===== src/rbm_regs.svh =====
// constants for the reset boot and memory-mode select block
`ifndef RBM_REGS_SVH
`define RBM_REGS_SVH

// boot counts
`define RBM_BOOT_WORDS      6'h20
`define RBM_CNT_ZERO        6'h00
`define RBM_CNT_ONE         6'h01

// start addresses
`define RBM_RESET_VECTOR    14'h0000
`define RBM_EXT_START       14'h0000

// mode pin positions inside the synchronised mode vector
`define RBM_MODE_A_POS      0
`define RBM_MODE_B_POS      1
`define RBM_MODE_C_POS      2
`define RBM_MODE_D_POS      3

`endif


===== src/rbm_pkg.sv =====
// types shared by the reset boot and memory-mode select modules
package rbm_pkg;

  // =========================================================
  // sequencer phases, one-hot
  typedef enum logic [3:0] {
    RBM_ST_CAPTURE = 4'b0001,
    RBM_ST_BYTE    = 4'b0010,
    RBM_ST_HOST    = 4'b0100,
    RBM_ST_RUN     = 4'b1000
  } rbm_phase_t;

  // =========================================================
  // latched boot choice
  typedef enum logic [1:0] {
    RBM_BOOT_NONE = 2'b00,
    RBM_BOOT_BYTE = 2'b01,
    RBM_BOOT_HOST = 2'b10
  } rbm_boot_t;

endpackage


===== src/rbm_sync_if.sv =====
// carrier of synchronised pin levels between the pin stage and the core
`timescale 1ns/100ps
interface rbm_sync_if;
  logic [3:0] mode_level;
  logic       flag_level;

  modport sync (output mode_level, output flag_level);
  modport core (input mode_level, input flag_level);
endinterface


===== src/rbm_top.sv =====
// reset-time boot and memory-mode selection core
//
// Summary of operation
// - mode C low full memory, high host
// - C,B,A 000 or 100: byte-load 32 words first
// - 010: no boot, fetch external location 0
// - 101: host loads, wait for program word 0
// - host mode, D=0: acknowledge actively driven
// - host mode, D=1: acknowledge open drain, pull-down
// - mode C pin usable as flag after reset
// - power-down: input with pull, output with buffer
// - every reset starts at vector 0x0000
`timescale 1ns/100ps
`include "rbm_regs.svh"
module rbm_top
  import rbm_pkg::*;
(
  input  wire logic        ref_clk,
  input  wire logic        rst,
  input  wire logic        mode_a,
  input  wire logic        mode_b,
  input  wire logic        mode_d,
  input  wire logic        shared_flag_pin_in,
  output logic             shared_flag_pin_out,
  output logic             shared_flag_pin_oe,
  input  wire logic        flag_dir_out,
  input  wire logic        flag_out_value,
  input  wire logic        flag_powerdown,
  input  wire logic        flag_pull_fitted,
  output logic             flag_in_value,
  input  wire logic        byte_dma_word_done,
  input  wire logic        internal_dma_pm0_write,
  input  wire logic        host_ack_active,
  output logic             host_access_ack_n_out,
  output logic             host_access_ack_oe,
  output logic             full_memory_mode,
  output logic             host_mode,
  output logic             mode_d_latched,
  output logic             byte_dma_loader_req,
  output logic             cfg_invalid,
  output logic             exec_hold,
  output logic             exec_start,
  output logic             start_external,
  output logic [13:0]      start_addr
);

  // =========================================================
  // state record
  typedef struct packed {
    rbm_phase_t  phase;
    rbm_boot_t   boot;
    logic        host;
    logic        mode_d;
    logic        invalid;
    logic [5:0]  word_cnt;
    logic        hold;
    logic        start;
    logic        ext;
    logic [13:0] addr;
    logic        flag_out;
    logic        flag_oe;
    logic        flag_in;
    logic        ack_n;
    logic        ack_oe;
    logic        fm_mode;
    logic        byte_req;
  } rbm_state_t;

  rbm_state_t  st_reg;
  rbm_state_t  st_next;
  rbm_sync_if  sq ();

  logic        cap_a;
  logic        cap_b;
  logic        cap_c;
  logic        pd_dir;

  // =========================================================
  // pin synchronisers
  rbm_pin_sync u_sync (
    .ref_clk            (ref_clk),
    .mode_a             (mode_a),
    .mode_b             (mode_b),
    .shared_flag_pin_in (shared_flag_pin_in),
    .mode_d             (mode_d),
    .sq                 (sq.sync)
  );

  assign cap_a = sq.mode_level[`RBM_MODE_A_POS];
  assign cap_b = sq.mode_level[`RBM_MODE_B_POS];
  assign cap_c = sq.mode_level[`RBM_MODE_C_POS];

  // direction forced for power-down: a pull resistor holds an input,
  // a three-state buffer needs us driving so the pin cannot hover
  assign pd_dir = !flag_pull_fitted;

  // =========================================================
  // next-state logic
  always_comb begin
    st_next       = st_reg;
    st_next.start = 1'b0;
    unique case (st_reg.phase)
      // first edge after reset release: levels still show the reset-time pins
      RBM_ST_CAPTURE: begin
        st_next.host    = cap_c;
        st_next.fm_mode = !cap_c;
        st_next.mode_d  = sq.mode_level[`RBM_MODE_D_POS];
        st_next.invalid = 1'b0;
        st_next.addr    = `RBM_RESET_VECTOR;
        st_next.ext     = 1'b0;
        if (!cap_b && !cap_a) begin
          // host-mode byte boot relies on board address latching
          st_next.boot     = RBM_BOOT_BYTE;
          st_next.byte_req = 1'b1;
          st_next.word_cnt = `RBM_CNT_ZERO;
          st_next.phase    = RBM_ST_BYTE;
        end else if (cap_c && !cap_b && cap_a) begin
          st_next.boot  = RBM_BOOT_HOST;
          st_next.phase = RBM_ST_HOST;
        end else begin
          // 010 runs without boot; unlisted codes fall back to the same
          st_next.boot    = RBM_BOOT_NONE;
          st_next.invalid = !(!cap_c && cap_b && !cap_a);
          st_next.ext     = 1'b1;
          st_next.addr    = `RBM_EXT_START;
          st_next.hold    = 1'b0;
          st_next.start   = 1'b1;
          st_next.phase   = RBM_ST_RUN;
        end
      end
      // count loaded words; execution waits for the last one
      RBM_ST_BYTE: begin
        if (byte_dma_word_done) begin
          st_next.word_cnt = st_reg.word_cnt + `RBM_CNT_ONE;
          if (st_reg.word_cnt == (`RBM_BOOT_WORDS - `RBM_CNT_ONE)) begin
            st_next.byte_req = 1'b0;
            st_next.hold     = 1'b0;
            st_next.start    = 1'b1;
            st_next.phase    = RBM_ST_RUN;
          end
        end
      end
      // host fills memory at will; the write to program word 0 frees us
      RBM_ST_HOST: begin
        if (internal_dma_pm0_write) begin
          st_next.hold  = 1'b0;
          st_next.start = 1'b1;
          st_next.phase = RBM_ST_RUN;
        end
      end
      // configuration stays frozen until the next reset
      RBM_ST_RUN: begin
        st_next.phase = RBM_ST_RUN;
      end
    endcase

    // shared flag pin: released while the mode level is being sampled
    if (st_reg.phase == RBM_ST_CAPTURE) begin
      st_next.flag_oe = 1'b0;
    end else if (flag_powerdown) begin
      st_next.flag_oe = pd_dir;
    end else begin
      st_next.flag_oe  = flag_dir_out;
      st_next.flag_out = flag_out_value;
    end
    st_next.flag_in = sq.flag_level;

    // acknowledge pin, active low; undriven outside host mode
    if (st_next.host && st_reg.phase != RBM_ST_CAPTURE) begin
      if (!st_next.mode_d) begin
        st_next.ack_oe = 1'b1;
        st_next.ack_n  = !host_ack_active;
      end else begin
        // open drain lets several acknowledges share one wire
        st_next.ack_oe = host_ack_active;
        st_next.ack_n  = 1'b0;
      end
    end else begin
      st_next.ack_oe = 1'b0;
      st_next.ack_n  = 1'b1;
    end
  end

  // =========================================================
  // state register
  // reset values are constants only; hold and vector stand before any clock
  always_ff @(posedge ref_clk or posedge rst) begin
    if (rst) begin
      st_reg          <= '0;
      st_reg.phase    <= RBM_ST_CAPTURE;
      st_reg.boot     <= RBM_BOOT_NONE;
      st_reg.hold     <= 1'b1;
      st_reg.addr     <= `RBM_RESET_VECTOR;
      st_reg.ack_n    <= 1'b1;
      st_reg.word_cnt <= `RBM_CNT_ZERO;
    end else begin
      st_reg <= st_next;
    end
  end

  // =========================================================
  // outputs, all straight from the state record
  // no gate sits between the record and a pin, so no output can glitch
  assign shared_flag_pin_out   = st_reg.flag_out;
  assign shared_flag_pin_oe    = st_reg.flag_oe;
  assign flag_in_value         = st_reg.flag_in;
  assign host_access_ack_n_out = st_reg.ack_n;
  assign host_access_ack_oe    = st_reg.ack_oe;
  assign full_memory_mode      = st_reg.fm_mode;
  assign host_mode             = st_reg.host;
  assign mode_d_latched        = st_reg.mode_d;
  assign byte_dma_loader_req   = st_reg.byte_req;
  assign cfg_invalid           = st_reg.invalid;
  assign exec_hold             = st_reg.hold;
  assign exec_start            = st_reg.start;
  assign start_external        = st_reg.ext;
  assign start_addr            = st_reg.addr;
endmodule


===== src/rbm_pin_sync.sv =====
// two-stage synchronisers for the mode pins and the shared flag pin
`timescale 1ns/100ps
module rbm_pin_sync
  import rbm_pkg::*;
(
  input  wire logic ref_clk,
  input  wire logic mode_a,
  input  wire logic mode_b,
  input  wire logic shared_flag_pin_in,
  input  wire logic mode_d,
  rbm_sync_if.sync  sq
);

  // sync record: first and second stage side by side
  typedef struct packed {
    logic [4:0] stage1;
    logic [4:0] stage2;
  } rbm_sync_state_t;

  rbm_sync_state_t sy_reg;
  rbm_sync_state_t sy_next;

  // =========================================================
  // sync chain: pins into the first stage, first stage into the second
  always_comb begin
    sy_next.stage1 = {shared_flag_pin_in, mode_d, shared_flag_pin_in, mode_b, mode_a};
    sy_next.stage2 = sy_reg.stage1;
  end

  // no reset here on purpose: the chain must keep tracking the pins
  // while the chip reset is held, so the levels are ready at release
  always_ff @(posedge ref_clk) begin
    sy_reg <= sy_next;
  end

  // only the second stage leaves this module
  assign sq.mode_level = sy_reg.stage2[3:0];
  assign sq.flag_level = sy_reg.stage2[4];
endmodule


===== config.mk =====
export PLATFORM = sky130hd
export DESIGN_NAME = rbm_top
export DESIGN_NICKNAME = d
export VERILOG_FILES = /design/src/rbm_pkg.sv /design/src/rbm_sync_if.sv /design/src/rbm_top.sv /design/src/rbm_pin_sync.sv
export VERILOG_INCLUDE_DIRS = /design/src
export SDC_FILE = /design/constraint.sdc
export NUM_CORES = 1
export LEC_CHECK = 0
export ABC_AREA = 0
export BUFFER_PORTS_ARGS = -buffer_cell sky130_fd_sc_hd__buf_2
export CAP_MARGIN = 20
export CORE_ASPECT_RATIO = 1.5
export CORE_MARGIN = 3
export CORE_UTILIZATION = 32
export CTS_CLUSTER_SIZE = 30
export DETAILED_ROUTE_END_ITERATION = 12
export PLACE_DENSITY = 0.54
export REMOVE_ABC_BUFFERS = 1
export SYNTH_ARGS = -nofsm -noshare
export SYNTH_HDL_FRONTEND = slang
export SYNTH_SLANG_ARGS = --single-unit

===== constraint.sdc =====
create_clock -name ref_clk -period 1.52 [get_ports ref_clk]
set_input_delay 0.152 -clock ref_clk [delete_from_list [all_inputs] [get_ports ref_clk]]
set_output_delay 0.152 -clock ref_clk [all_outputs]
set_load 0.01 [all_outputs]

Word level (Yosys, flattened, before mapping)
Index checks and enable logic that the tools add are counted.
{ "totals": {"output_inout_bits": 27, "wordCells": 77, "register_bits": 47} }
{ "op_classes": {"bitwise_logic": 2, "n_addsub": 1, "n_mux": 25, "reduce_logical": 19, "eq_ne": 12} }
{ "op_table": {"columns": ["op", "count"], "rows": [
  ["17-bit 2-to-1 mux", 2],
  ["6-bit 2-to-1 mux", 3],
  ["4-bit one-hot mux with 4 select lines", 1],
  ["4-bit 2-to-1 mux", 3],
  ["2-bit != test (second input constant)", 6],
  ["6-bit one-hot mux with 2 select lines", 1],
  ["2-bit 2-to-1 mux", 4],
  ["8-bit 2-to-1 mux", 1],
  ["1-bit 2-to-1 mux", 7],
  ["6-bit by 1-bit adder with 6-bit output (second input constant)", 1],
  ["6-bit by 5-bit == test with 1-bit output (second input constant)", 1],
  ["1-bit logical AND", 6],
  ["1-bit zero test", 6],
  ["2-bit one-hot mux with 3 select lines", 1],
  ["3-bit AND reduction", 2],
  ["6-bit AND reduction", 1],
  ["4-bit by 1-bit == test with 1-bit output (second input constant)", 1],
  ["4-bit by 2-bit == test with 1-bit output (second input constant)", 1],
  ["4-bit by 3-bit == test with 1-bit output (second input constant)", 1],
  ["4-bit == test (second input constant)", 1],
  ["4-bit by 1-bit != test with 1-bit output (second input constant)", 1],
  ["4-bit AND reduction", 1],
  ["3-bit 2-to-1 mux", 1],
  ["3-bit nonzero test", 1],
  ["4 further kinds", 5]
]} }

Logic depth before layout (Yosys ltp)
{ "depth": {"ltp_word": 9, "mapped_depth": 5, "mapped_depth_nobuf": 5} }

Modules after synthesis
Synthesis repeated with hierarchy kept, for this count alone.
{ "hier_totals": {"cells_unflattened": 124, "hier_area_um2": 1360.1} }
{ "modules_own_cells": {"columns": ["module", "seq_area_each_um2", "cells_per_inst", "area_each_um2", "n_inst"], "rows": [
  ["rbm_top", 579.3, 115, 1192.4, 1],
  ["rbm_pin_sync", 160.2, 9, 167.7, 1]
]} }

Worst setup path before layout
No wires, ideal clock.
{ "synth_path": {"path_type": "reg2reg", "from": "register st_reg[35] in the netlist's numbering", "to": "register st_reg[26] in the netlist's numbering", "path_slack_ns": -0.084, "setup_time_ns": 0.118, "stages_incl_launch_ff": 5, "t_required_ns": 1.402, "arrival_time_ns": 1.486, "cell_sequence": "dfstp_2 nor4b_2 a22oi_2 o21bai_1 a21o_1"} }
{ "synth_between": {"elab_chain_len": 3} }
{ "synth_rtl": {"columns": ["element", "line_no", "source"], "rows": [
  ["start, declared", "rbm_top.sv:69", "rbm_state_t st_reg;"],
  ["start signal, assigned", "rbm_top.sv:197", "st_reg <= st_next;"],
  ["4-bit by 1-bit == test with 1-bit output or 4-bit by 2-bit == test with 1-bit output (tied branches)", "rbm_top.sv:102", "unique case (st_reg.phase)"],
  ["2-bit != test (no source line) or 2-bit nonzero test (tied branches)", null, null],
  ["3-bit AND reduction (no source line)", null, null]
]} }
Parallel ways exist; a longest one is shown, timed or not.
A chain may end at the register's enable or synchronous reset.

Worst setup path after layout
{ "layout_path": {"from": "register st_reg[37] in the netlist's numbering", "to": "register st_reg[29] in the netlist's numbering"} }
Same word-level chain as after synthesis.

==> results.sh <==
export IMPL_final_instance_count_excl_fill=209
export IMPL_dieArea_sq_um=4880
export IMPL_drt_iter0_drc=15
export IMPL_layout_drive_gt1_share_pct=37.3
export IMPL_clock_root_buffer="clkbuf_8"
export IMPL_grt_first_pass_wirelength_um=4420
export IMPL_utilization_pct=45.1
export IMPL_rsz0062_at_grt="yes"
export IMPL_final_cell_mix="buf_2, dfrtp_1, conb_1"
export IMPL_avgSynthCellArea_sq_um=11.2
export IMPL_yosysSeqAreaShare_pct=56.8
export IMPL_finalCritPeriodShare_pct=101
export IMPL_synth_ff_type="dfrtp_1"
export IMPL_fin_area_sq_um=1710
export IMPL_grt_pass1_vias=994
export IMPL_fp_dieW_um=58.1
export IMPL_end_kind="flop"
export IMPL_ant_nets=0
export IMPL_synthCells=116
export IMPL_htreeDepth=2
export IMPL_max_vdd_ir_drop_uv=899
export IMPL_antenna_found_initial=0
export IMPL_gp_congestion=0.766
export IMPL_io_pins=40
export IMPL_port_buffers=25
export IMPL_fin_worst_skew_ns=0.00423
export IMPL_ys_warnings_count=0
export IMPL_largest_reg_flops=10
export IMPL_path_class="flop to flop"
export IMPL_cts_path_max_buffers=2
export IMPL_grt_max_degree=24
export IMPL_synth_cell_area_sq_um=1300
export IMPL_grt_ovfl_total=0
export IMPL_top_layer="met4"
export IMPL_fmax_mhz=653
export IMPL_clk_pin_slew_ns=0.07
export IMPL_viasPerCell=4.51
export IMPL_whs_path_depth=2
export IMPL_power_leakage_nw=0.809
export IMPL_grt_total_usage_pct=11.9
export IMPL_synth_edf_count=0
export IMPL_cap_violations=0
export IMPL_arrival_ns=1.74
export IMPL_r2r_cells=5
export IMPL_wl_um=2680
export IMPL_cts_tree="built"
export IMPL_setup_ws_ns=-0.0119
export IMPL_startpoint_type="flop"
export IMPL_synth_top_area_cell="dfrtp_1"
export IMPL_failed_checks="setup timing"
export IMPL_start_util_pct=34.4
export IMPL_vias=943
export IMPL_num_rows=27
export IMPL_met2_length_um=1620
export IMPL_finalHoldViolCount=0
export IMPL_dp_cells=195
export IMPL_num_antenna_cells=0
export IMPL_crit_fanout=5
export IMPL_dpl_cell_area_sq_um=1510
export IMPL_setup_violations=1
export IMPL_cts_sinks=31
export IMPL_die_h_um=84.1
export IMPL_power_density_nw_per_um2=1180
export IMPL_dp_hpwl_um=2020
export IMPL_ys_types=37
export IMPL_finalCriticalPeriod_ns=1.53
export IMPL_setup_tns_ns=-0.0119
export IMPL_yosys_register_bits=31
export IMPL_coreArea_sq_um=3780
export IMPL_route_detailed_wl_per_inst_um=12.8
export IMPL_min_path_type="primary input to flop"
export IMPL_synth_top_area_share_pct=38.5
export IMPL_numCtsBuffers=5
export IMPL_status="complete, but fails checks"
export IMPL_areaGrowthSynthToFinish_pct=31.3
export IMPL_power_total_mw=2.02
export IMPL_nNetsFinal=179
export IMPL_firstDrtPassIters=3
export IMPL_finalMaxSlewViolations=0
export IMPL_insertion_delay_ns=0.28
export IMPL_wl_met1_um=889
export IMPL_final_common_cell="buf_2"
export IMPL_worstPathRequired_ns=1.73
export IMPL_synth_area_top_cells="dfrtp_1, dfxtp_1, buf_4, dfstp_2, nand2_1"
export IMPL_synthArstFlopShare_pct=74.2
export IMPL_drc=0
export IMPL_route_met3_wl_um=115
==> cell usage after synthesis, drive strengths merged, types with 3 or more instances <==
cell	number
nor2	10
dfrtp	20
nor4b	3
buf	15
o21ai	4
xor2	3
nand2	12
inv	4
a21oi	4
o31ai	4
dfstp	3
dfxtp	8
==> logic make-up (layout without fill, tap and decap cells) <==
kind of cell / Yosys count / in the layout / share of synthesized area [%]
AND/OR/NAND/NOR: 36 / 36 / 15.8
flip-flops: 31 / 31 / 56.8
AO/OA/AOI/OAI: 23 / 23 / 12.5
buffers and inverters: 19 / 55 / 10.1
XOR/XNOR: 4 / 4 / 2.69
adder cells (fa/ha/maj): 1 / 1 / 0.961
other: 1 / 15 / 0.288
multiplexers: 1 / 1 / 0.865
==> metal layers <==
metal  vias up  global-route usage (%)
met5         -                       0
met4         0                    5.70
met2        19                    22.5
li1        466                       -
met3         5                    4.02
met1       453                    10.8
==> power by group <==
group	internal, mW	switching, mW
clock network	0.319	0.302
registers	0.941	0.0765
logic	0.180	0.201
==> repair_timing <==
| action | CTS | global route |
|---|---|---|
| resized for setup | 7 | 6 |
| buffers inserted | 0 | 1 |
| setup endpoints to repair | 7 | 11 |
| hold buffers | 5 | 0 |
| hold endpoints to repair | 24 | 0 |
| pin swaps | 1 | 3 |
==> critical path: stages (launching register included) <==
cell and delay [ns]:
dfrtp_2 0.45, nor4b_4 0.41, buf_4 0.21, nand4_1 0.11, xor2_1 0.16, nor2_1 0.12
==> area by class of cell <==
type | instances | area (sq um)
Clock buffer | 6 | 72.6
Clock inverter | 2 | 12.5
Fill cell | 371 | 2080
Inverter | 4 | 15.0
Multi-Input combinational cell | 80 | 532
Sequential cell | 31 | 742
Tap cell | 43 | 53.8
Timing Repair Buffer | 43 | 280
==> metrics by stage <==
| step | hold slack, ns | setup WS [ns] |
|---|---|---|
| after detailed placement | 0.214 | -0.0599 |
| final | 0.0363 | -0.0119 |
| after CTS | 0.0319 | -0.00257 |
| after floorplan | 0.152 | -0.123 |
| after global routing | 0.0395 | -0.0950 |
| after global placement | 0.208 | -0.0272 |
==> worst paths after layout <==
check                                   from                       to  slack [ns]
min reg2reg                u_sync.sy_next[3]  u_sync.sq.mode_level[3]        0.32
max in group asynchronous                rst                exec_hold        0.77
min                         flag_pull_fitted       shared_flag_pin_oe        0.04
min in group asynchronous                rst       shared_flag_pin_oe        0.46
max                               st_reg[37]               st_reg[29]       -0.01
max reg2reg                       st_reg[37]               st_reg[29]       -0.01
(Power assumes the default switching activity.)
